--- config.mk ---
export PLATFORM = sky130hd
export DESIGN_NAME = pdrc_top
export DESIGN_NICKNAME = d
export VERILOG_FILES = /design/src/rtl/pdrc_cell.v /design/src/rtl/pdrc_top.v
export VERILOG_INCLUDE_DIRS = /design/src /design/src/inc
export SDC_FILE = /design/constraint.sdc
export NUM_CORES = 1
export LEC_CHECK = 0
export BUFFER_PORTS_ARGS = -buffer_cell sky130_fd_sc_hd__buf_2
export CORE_MARGIN = 8
export CORE_UTILIZATION = 25
export CTS_CLUSTER_DIAMETER = 100
export DETAILED_ROUTE_END_ITERATION = 10
export GPL_TIMING_DRIVEN = 0
export PLACE_DENSITY = 0.53
export SYNTH_ARGS = -nofsm -noshare
export SYNTH_HDL_FRONTEND = slang
export SYNTH_SLANG_ARGS = --single-unit
--- constraint.sdc ---
create_clock -name i_core_clk -period 3.2 [get_ports i_core_clk]
set_input_delay 0 -clock i_core_clk [delete_from_list [all_inputs] [get_ports i_core_clk]]
set_output_delay 0 -clock i_core_clk [all_outputs]
set_load 0.02 [all_outputs]
--- src/inc/pdrc_consts.vh ---
// Purpose: Constants of the power-down and reset control block
// Assumes: 125 MHz core clock, APB register access
// Notes:   Offsets are byte addresses of 32-bit words
//
// Summary of operation
// - With sleep option set, either sleep request high enters low power.
// - Asleep, all cell state and enabled outputs hold entry values.
// - Asleep, all pin transitions are ignored until requests go low.
// - Sleep option set: sleep pins are not logic pins; cells stay usable.
// - Each cell has a reduced-power bit, default off, adding delay.
// - Each output has an edge-rate bit, default slow.
// - After power-up reset, registers initialise; outputs follow polarity.
// - Fuse set refuses pattern readback; 16-bit user ID stays readable.
// - Configuration loads over a four-pin serial test port.
`ifndef PDRC_CONSTS_VH
`define PDRC_CONSTS_VH

// ----------------------------------------------------------------
// Sizes
// ----------------------------------------------------------------
`define PDRC_CELLS 8
`define PDRC_AW 8
`define PDRC_PAT_W 32
`define PDRC_UID_W 16

// ----------------------------------------------------------------
// Register offsets
// ----------------------------------------------------------------
`define PDRC_OFS_CTRL 8'h00
`define PDRC_OFS_RPWR 8'h04
`define PDRC_OFS_SLEW 8'h08
`define PDRC_OFS_POL 8'h0c
`define PDRC_OFS_OE 8'h10
`define PDRC_OFS_STATUS 8'h14
`define PDRC_OFS_UID 8'h18
`define PDRC_OFS_PAT 8'h1c

// ----------------------------------------------------------------
// Field positions
// ----------------------------------------------------------------
`define PDRC_CTRL_SLEEP_EN 0
`define PDRC_CTRL_FUSE 1
`define PDRC_ST_ASLEEP 0
`define PDRC_ST_SETTLING 1
`define PDRC_ST_FUSE 2

// ----------------------------------------------------------------
// Reset values
// ----------------------------------------------------------------
`define PDRC_RST_CTRL 2'h0
`define PDRC_RST_RPWR 8'h00
`define PDRC_RST_SLEW 8'h00
`define PDRC_RST_POL 8'h00
`define PDRC_RST_OE 8'h00
`define PDRC_RST_UID 16'h0000
`define PDRC_RST_PAT 32'h00000000

// ----------------------------------------------------------------
// Timing
// ----------------------------------------------------------------
`define PDRC_CLK_PERIOD_NS 8
`define PDRC_SETTLE_NS 100
`define PDRC_SETTLE_CYC ((`PDRC_SETTLE_NS + `PDRC_CLK_PERIOD_NS - 1) / `PDRC_CLK_PERIOD_NS)
`define PDRC_SETTLE_CW 4

`endif

--- src/rtl/pdrc_cell.v ---
// Purpose: One logic cell with freeze and reduced-power option
// Assumes: Single core clock, asynchronous active-low reset
// Notes:   Reduced power adds one cycle of latency
`timescale 1ns/1ps
`default_nettype none
module pdrc_cell (
  input wire i_core_clk,
  input wire i_nrst,
  input wire i_init,
  input wire i_hold,
  input wire i_rpwr,
  input wire i_d,
  output wire o_q
);

  reg stage_q;
  reg q_q;

  // ----------------------------------------------------------------
  // Cell state
  // ----------------------------------------------------------------
  always @(posedge i_core_clk or negedge i_nrst) begin
    if (!i_nrst) begin
      stage_q <= 1'b0;
      q_q <= 1'b0;
    end else if (i_init) begin
      stage_q <= 1'b0;
      q_q <= 1'b0;
    end else if (!i_hold) begin
      stage_q <= i_d;
      q_q <= i_rpwr ? stage_q : i_d;
    end
  end

  assign o_q = q_q;

endmodule
`default_nettype wire

--- src/rtl/pdrc_top.v ---
// Purpose: Power-down, power-up reset and configuration control
// Assumes: All inputs synchronous to i_core_clk; APB slave at 125 MHz
// Notes:   One wait-free access phase; unmapped addresses give pslverr
`timescale 1ns/1ps
`default_nettype none
`include "pdrc_consts.vh"
module pdrc_top (
  input wire i_core_clk,
  input wire i_nrst,
  input wire i_psel,
  input wire i_penable,
  input wire i_pwrite,
  input wire [7:0] i_paddr,
  input wire [31:0] i_pwdata,
  output reg [31:0] o_prdata,
  output reg o_pready,
  output reg o_pslverr,
  input wire i_sleep_request_a,
  input wire i_sleep_request_b,
  input wire [7:0] i_pin_in,
  output reg [7:0] o_pin_out,
  output reg [7:0] o_pin_oe_n,
  output reg [7:0] o_fast_slew,
  output reg o_asleep,
  input wire i_tck,
  input wire i_tms,
  input wire i_tdi,
  output reg o_tdo
);

  // ----------------------------------------------------------------
  // Decoding helpers
  // ----------------------------------------------------------------
  function mapped;
    input [7:0] a;
    begin
      mapped = (a == `PDRC_OFS_CTRL) || (a == `PDRC_OFS_RPWR) ||
               (a == `PDRC_OFS_SLEW) || (a == `PDRC_OFS_POL) ||
               (a == `PDRC_OFS_OE) || (a == `PDRC_OFS_STATUS) ||
               (a == `PDRC_OFS_UID) || (a == `PDRC_OFS_PAT);
    end
  endfunction

  function hit;
    input [7:0] a;
    input [7:0] ofs;
    begin
      hit = (a == ofs);
    end
  endfunction

  // ----------------------------------------------------------------
  // Registers
  // ----------------------------------------------------------------
  reg [1:0] ctrl_q;
  reg [7:0] rpwr_q;
  reg [7:0] slew_q;
  reg [7:0] pol_q;
  reg [7:0] oe_q;
  reg [15:0] uid_q;
  reg [31:0] pat_q;
  reg [31:0] shift_q;
  reg tck_q;
  reg asleep_q;
  reg settling_q;
  reg [`PDRC_SETTLE_CW-1:0] settle_cnt_q;
  reg [31:0] rdata_d;
  reg err_d;
  wire [7:0] cell_q;
  wire [7:0] cell_d;
  wire sleep_en;
  wire fuse;
  wire wr_en;
  wire setup;
  wire tck_rise;
  wire sleep_req;

  assign sleep_en = ctrl_q[`PDRC_CTRL_SLEEP_EN];
  assign fuse = ctrl_q[`PDRC_CTRL_FUSE];
  assign setup = i_psel && !i_penable;
  // Write lands in the single access cycle
  assign wr_en = i_psel && i_penable && o_pready && i_pwrite;
  assign tck_rise = i_tck && !tck_q && !asleep_q;
  assign sleep_req = sleep_en && (i_sleep_request_a || i_sleep_request_b);

  // ----------------------------------------------------------------
  // Power-up settle
  // ----------------------------------------------------------------
  // registers initialised
  always @(posedge i_core_clk or negedge i_nrst) begin
    if (!i_nrst) begin
      settling_q <= 1'b1;
      settle_cnt_q <= {`PDRC_SETTLE_CW{1'b0}};
    end else if (settling_q) begin
      // Counts only while settling
      if (settle_cnt_q == `PDRC_SETTLE_CYC - 1) begin
        settling_q <= 1'b0;
      end
      settle_cnt_q <= settle_cnt_q + 1'b1;
    end
  end

  // ----------------------------------------------------------------
  // Sleep state
  // ----------------------------------------------------------------
  always @(posedge i_core_clk or negedge i_nrst) begin
    if (!i_nrst) begin
      asleep_q <= 1'b0;
      o_asleep <= 1'b0;
    end else begin
      asleep_q <= sleep_req;
      o_asleep <= sleep_req;
    end
  end

  // ----------------------------------------------------------------
  // Logic cells
  // ----------------------------------------------------------------
  genvar gi;
  generate
    for (gi = 0; gi < `PDRC_CELLS; gi = gi + 1) begin : g_cell
      wire pin;
      wire fold;
      if (gi == 0) begin : g_a
        assign pin = sleep_en ? 1'b0 : i_sleep_request_a;
      end else if (gi == 1) begin : g_b
        assign pin = sleep_en ? 1'b0 : i_sleep_request_b;
      end else begin : g_io
        assign pin = i_pin_in[gi];
      end
      assign fold = cell_q[(gi + 7) % 8];
      assign cell_d[gi] = pin ^ pat_q[gi] ^ (pat_q[gi + 8] & fold);
      pdrc_cell u_cell (
        .i_core_clk(i_core_clk),
        .i_nrst(i_nrst),
        .i_init(settling_q),
        .i_hold(asleep_q),
        .i_rpwr(rpwr_q[gi]),
        .i_d(cell_d[gi]),
        .o_q(cell_q[gi])
      );
    end
  endgenerate

  // ----------------------------------------------------------------
  // Pin outputs
  // ----------------------------------------------------------------
  always @(posedge i_core_clk or negedge i_nrst) begin
    if (!i_nrst) begin
      o_pin_out <= `PDRC_RST_POL;
      o_pin_oe_n <= 8'hff;
      o_fast_slew <= `PDRC_RST_SLEW;
    end else if (!asleep_q) begin
      o_pin_out <= cell_q ^ pol_q;
      o_pin_oe_n <= ~(oe_q & (sleep_en ? 8'hfc : 8'hff));
      o_fast_slew <= slew_q;
    end
  end

  // ----------------------------------------------------------------
  // Serial configuration port
  // ----------------------------------------------------------------
  always @(posedge i_core_clk or negedge i_nrst) begin
    if (!i_nrst) begin
      tck_q <= 1'b0;
      shift_q <= 32'h00000000;
      o_tdo <= 1'b0;
    end else begin
      // Edge detect tracks the clock even while asleep
      tck_q <= i_tck;
      if (tck_rise && !i_tms) begin
        shift_q <= {i_tdi, shift_q[31:1]};
        o_tdo <= fuse ? 1'b0 : shift_q[0];
      end else if (tck_rise && i_tms && !fuse) begin
        shift_q <= pat_q;
      end
    end
  end

  // ----------------------------------------------------------------
  // Configuration registers
  // ----------------------------------------------------------------
  always @(posedge i_core_clk or negedge i_nrst) begin
    if (!i_nrst) begin
      ctrl_q <= `PDRC_RST_CTRL;
      rpwr_q <= `PDRC_RST_RPWR;
      slew_q <= `PDRC_RST_SLEW;
      pol_q <= `PDRC_RST_POL;
      oe_q <= `PDRC_RST_OE;
      uid_q <= `PDRC_RST_UID;
      pat_q <= `PDRC_RST_PAT;
    end else begin
      if (tck_rise && i_tms) begin
        pat_q <= shift_q;
      end else if (wr_en && hit(i_paddr, `PDRC_OFS_PAT)) begin
        pat_q <= i_pwdata;
      end
      if (wr_en && hit(i_paddr, `PDRC_OFS_CTRL)) begin
        ctrl_q[`PDRC_CTRL_SLEEP_EN] <= i_pwdata[`PDRC_CTRL_SLEEP_EN];
        // Fuse only sets
        ctrl_q[`PDRC_CTRL_FUSE] <= fuse | i_pwdata[`PDRC_CTRL_FUSE];
      end
      if (wr_en && hit(i_paddr, `PDRC_OFS_RPWR)) begin
        rpwr_q <= i_pwdata[7:0];
      end
      if (wr_en && hit(i_paddr, `PDRC_OFS_SLEW)) begin
        slew_q <= i_pwdata[7:0];
      end
      if (wr_en && hit(i_paddr, `PDRC_OFS_POL)) begin
        pol_q <= i_pwdata[7:0];
      end
      if (wr_en && hit(i_paddr, `PDRC_OFS_OE)) begin
        oe_q <= i_pwdata[7:0];
      end
      if (wr_en && hit(i_paddr, `PDRC_OFS_UID)) begin
        uid_q <= i_pwdata[15:0];
      end
    end
  end

  // ----------------------------------------------------------------
  // Read mux
  // ----------------------------------------------------------------
  always @* begin
    rdata_d = 32'h00000000;
    err_d = !mapped(i_paddr);
    // Narrow registers read zero above their width
    case (i_paddr)
      `PDRC_OFS_CTRL: begin
        rdata_d[1:0] = ctrl_q;
      end
      `PDRC_OFS_RPWR: begin
        rdata_d[7:0] = rpwr_q;
      end
      `PDRC_OFS_SLEW: begin
        rdata_d[7:0] = slew_q;
      end
      `PDRC_OFS_POL: begin
        rdata_d[7:0] = pol_q;
      end
      `PDRC_OFS_OE: begin
        rdata_d[7:0] = oe_q;
      end
      `PDRC_OFS_STATUS: begin
        rdata_d[`PDRC_ST_ASLEEP] = asleep_q;
        rdata_d[`PDRC_ST_SETTLING] = settling_q;
        rdata_d[`PDRC_ST_FUSE] = fuse;
      end
      `PDRC_OFS_UID: begin
        rdata_d[15:0] = uid_q;
      end
      `PDRC_OFS_PAT: begin
        if (fuse && !i_pwrite) begin
          err_d = 1'b1;
        end else begin
          rdata_d = pat_q;
        end
      end
      default: begin
        rdata_d = 32'h00000000;
      end
    endcase
  end

  // ----------------------------------------------------------------
  // APB response
  // ----------------------------------------------------------------
  always @(posedge i_core_clk or negedge i_nrst) begin
    if (!i_nrst) begin
      o_pready <= 1'b0;
      o_pslverr <= 1'b0;
      o_prdata <= 32'h00000000;
    end else if (setup) begin
      // Answer registered, stands one cycle
      o_pready <= 1'b1;
      o_pslverr <= err_d;
      o_prdata <= i_pwrite ? 32'h00000000 : rdata_d;
    end else begin
      o_pready <= 1'b0;
      o_pslverr <= 1'b0;
    end
  end

endmodule
`default_nettype wire

==> impl_metrics.json <==
{
  "rrSetupSlack_ns": 0.90,
  "tightest_slew_ns": 0.946,
  "wl_um": 27500,
  "multi_input_area_mm2": 0.00382,
  "dr.pass1.iters": 5,
  "vias": 6713,
  "area_delta_synth_final_pct": 25.0,
  "setup_tns_ns": 0,
  "vdd_drop_max_uv": 386,
  "comb_power_share_pct": 15.5,
  "critPathArrivalTime_ns": 2.63,
  "hold_end": "g_cell[6].u_cell.o_q$_DFFE_PN0P_",
  "finalHoldViolCount": 0,
  "grt_pass1_vias": 6843,
  "hpwlAfterDp_um": 20100,
  "layout-drive-gt1-share_pct": 23.5,
  "hold_class": "in -> reg",
  "die_h_um": 206,
  "overflow": 0,
  "rsz0062_at_grt": "no",
  "reg2regPathDepth": 4,
  "holdCritStartpoint": "i_pin_in[6]",
  "synth_top_cell_area_share_pct": 51.8,
  "ys_ff_latch": 196,
  "cts-root-buf": "clkbuf_16",
  "finalWorstSetupSlack_ns": 0.899,
  "post_synth_num_cell_types": 58,
  "clock-sinks": 196,
  "drtAntennaViolNets": 0,
  "synth.cell_area_mm2": 0.00904,
  "pin_count": 118,
  "htree_levels": 4,
  "clk_path_buf_depth": 2,
  "core_region_area_mm2": 0.0356,
  "cp-end-kind": "register",
  "rows": 69,
  "synth_edf_count": 0,
  "synth_top_cell_by_area": "dfrtp_1",
  "setup.worst_path.class": "reg -> reg",
  "syn-num-nets": 843,
  "crit_required_ns": 3.53,
  "gp_congestion": 0.833,
  "seqCellArea_mm2": 0.00492,
  "syn_area_per_cell_um2": 11.5,
  "drt_iter0_drc": 528,
  "status": "complete, no violations",
  "grt_pass1_wl_um": 42400,
  "slew-limit-headroom_pct": 36.6,
  "antenna_found_initial": 1,
  "crit_path_top_delay_cell": "nor3_2",
  "fin_crit_sh_pct": 71.9,
  "cts_buffers": 17,
  "ys_async_sr_fraction_pct": 100,
  "drv_slew": 0,
  "finalCriticalPeriod_ns": 2.30,
  "fmax_mhz": 435,
  "fp.dieArea_mm2": 0.0425,
  "path_buf_inv": 1,
  "power_leakage_nw": 5.30,
  "finClkSkew_ns": 0.00830,
  "p_sw_mw": 1.91,
  "grt_util_all_layers_pct": 13.2,
  "layout.nets": 1017,
  "dpl.cell_count": 1358,
  "cap_viol_max_count": 0,
  "cp_slowest_stage_delay_ns": 0.70,
  "ys.flop_type": "dfrtp_1",
  "fillers": 3648,
  "synthTopCellsByArea": "dfrtp_1 (52%), mux2i_1 (8.0%), mux2_1 (5.5%)",
  "worstPathMaxFanout": 10,
  "startpoint_type": "register",
  "p_int_mw": 4.67,
  "p_seq_share_pct": 47.3,
  "min_path_cells": 5,
  "clk_latency_ns": 0.44,
  "die_width_um": 206,
  "start_util_pct": 25.4,
  "timing.rr.end": "uid_q[11]$_DFFE_PN0P_",
  "wl_per_cell_um": 19.2,
  "io_buffers": 113,
  "clkPwrFrac_pct": 37.1,
  "setup-violations-final": 0,
  "power_density_mw_per_mm2": 583,
  "setup.worst_path.start": "o_pready$_DFF_PN0_",
  "drc": 0,
  "cts_resized": 0,
  "path_cells": "nand4_1 -> nor3_2 -> buf_2 -> mux2_1",
  "seq_area_frac_synth_pct": 54.4,
  "grt_start_max_net_pins": 119,
  "r2r-start": "o_pready$_DFF_PN0_",
  "utilization_pct": 31.8,
  "dp_slack_ns": 0.881,
  "hold_buffers": 41,
  "power.share.switching_pct": 29.0,
  "stdcell_count": 1432,
  "yosys_warnings": 0,
  "synthCells": 783,
  "cts_setup_buffers": 0,
  "path_delay_family": "simple AND/OR/NAND/NOR gates",
  "path_clk_slew_ns": 0.07,
  "yosysMostFrequentCell": "dfrtp_1",
  "synth_commonest_cells": "dfrtp_1 (187), nand2_1 (89), mux2i_1 (72)",
  "tritoncts": "built",
  "vias_per_cell": 4.69
}
## area by class of cell
class	instances	share of cell area, %
antenna	1	0.0222
tap	461	5.11
inverter	17	0.565
clock inverter	14	1.98
timing repair buffer	155	8.97
multi-input combinational	523	33.9
clock buffer	18	3.89
buffer	47	2.08
sequential	196	43.5
## how the worst max path moves through the flow
| stage | end | depth (start not counted) |
|---|---|---|
| floorplan | uid_q[10]$_DFFE_PN0P_ | 4 |
| global placement | o_fast_slew[5]$_DFFE_PN0N_ | 1 |
| detailed placement | uid_q[14]$_DFFE_PN0P_ | 6 |
| CTS | uid_q[11]$_DFFE_PN0P_ | 4 |
| global route | pat_q[16]$_DFFE_PN0P_ | 5 |
| finish | uid_q[11]$_DFFE_PN0P_ | 4 |
## worst register-to-register path: stages, from the launching register on
cell and delay (ns):
dfrtp_1 0.34, nand4_1 0.34, nor3_2 0.71, buf_2 0.43
mux2_1 0.36
## power by group through the flow
stage	combinational, mW	sequential [mW]	clock, mW
2_1_floorplan	0.618	3.11	0
3_3_place_gp	0.966	3.16	0
3_5_place_dp	0.995	3.15	0
4_1_cts	1.04	3.11	2.50
5_1_grt	1.16	3.16	2.58
6_report	1.02	3.12	2.45
## cells by family (layout without fill, tap and decap cells)
logic type / count (synthesis) / count (layout) / share of synthesized area [%]
AND/OR/NAND/NOR: 191 / 191 / 10.1
multiplexers: 135 / 135 / 16.1
AO/OA/AOI/OAI: 168 / 168 / 13.2
XOR/XNOR: 27 / 27 / 2.62
other: 0 / 1 / 0
flip-flops: 196 / 196 / 54.4
adder cells (fa/ha/maj): 2 / 2 / 0.277
buffers and inverters: 64 / 251 / 3.31
## cell usage in the layout, fill, tap and decap left out, types with 24 or more instances in the layout
cell / instances
nand2_1: 89
clkbuf_1: 24
dfrtp_1: 187
dlygate4sd3_1: 41
a21oi_2: 28
mux2i_1: 72
nor2_1: 44
mux2_1: 44
o21ai_1: 32
buf_2: 123
## stage by stage
step                      power (mW)  cell area (um^2)  hold slack [ns]
after global placement          4.12             10200            0.144
after floorplan                 3.73              9040           -0.296
after detailed placement        4.15             10200           0.0371
final                           6.58             11300           0.0218
after CTS                       6.65             11300          0.00946
after global routing            6.90             11300           0.0608
## metal layers
metal	vias up	track usage, %	wire (um)
met5	-	0	0
met4	0	3.65	422
met3	25	3.42	1570
met2	179	19.5	12100
met1	3363	18.7	13400
li1	3146	-	-
## flip-flops by register name, indices dropped and copies added, names as in the netlist, 8 cells and up
signal and cells:
g_cell.u_cell.stage_q 8, rpwr_q 8, pat_q 32, uid_q 16, shift_q 32, o_pin_oe_n 8
pol_q 8, slew_q 8, o_pin_out 8, g_cell.u_cell.o_q 8, oe_q 8, o_prdata 32
o_fast_slew 8
(Power assumes the default switching activity.)
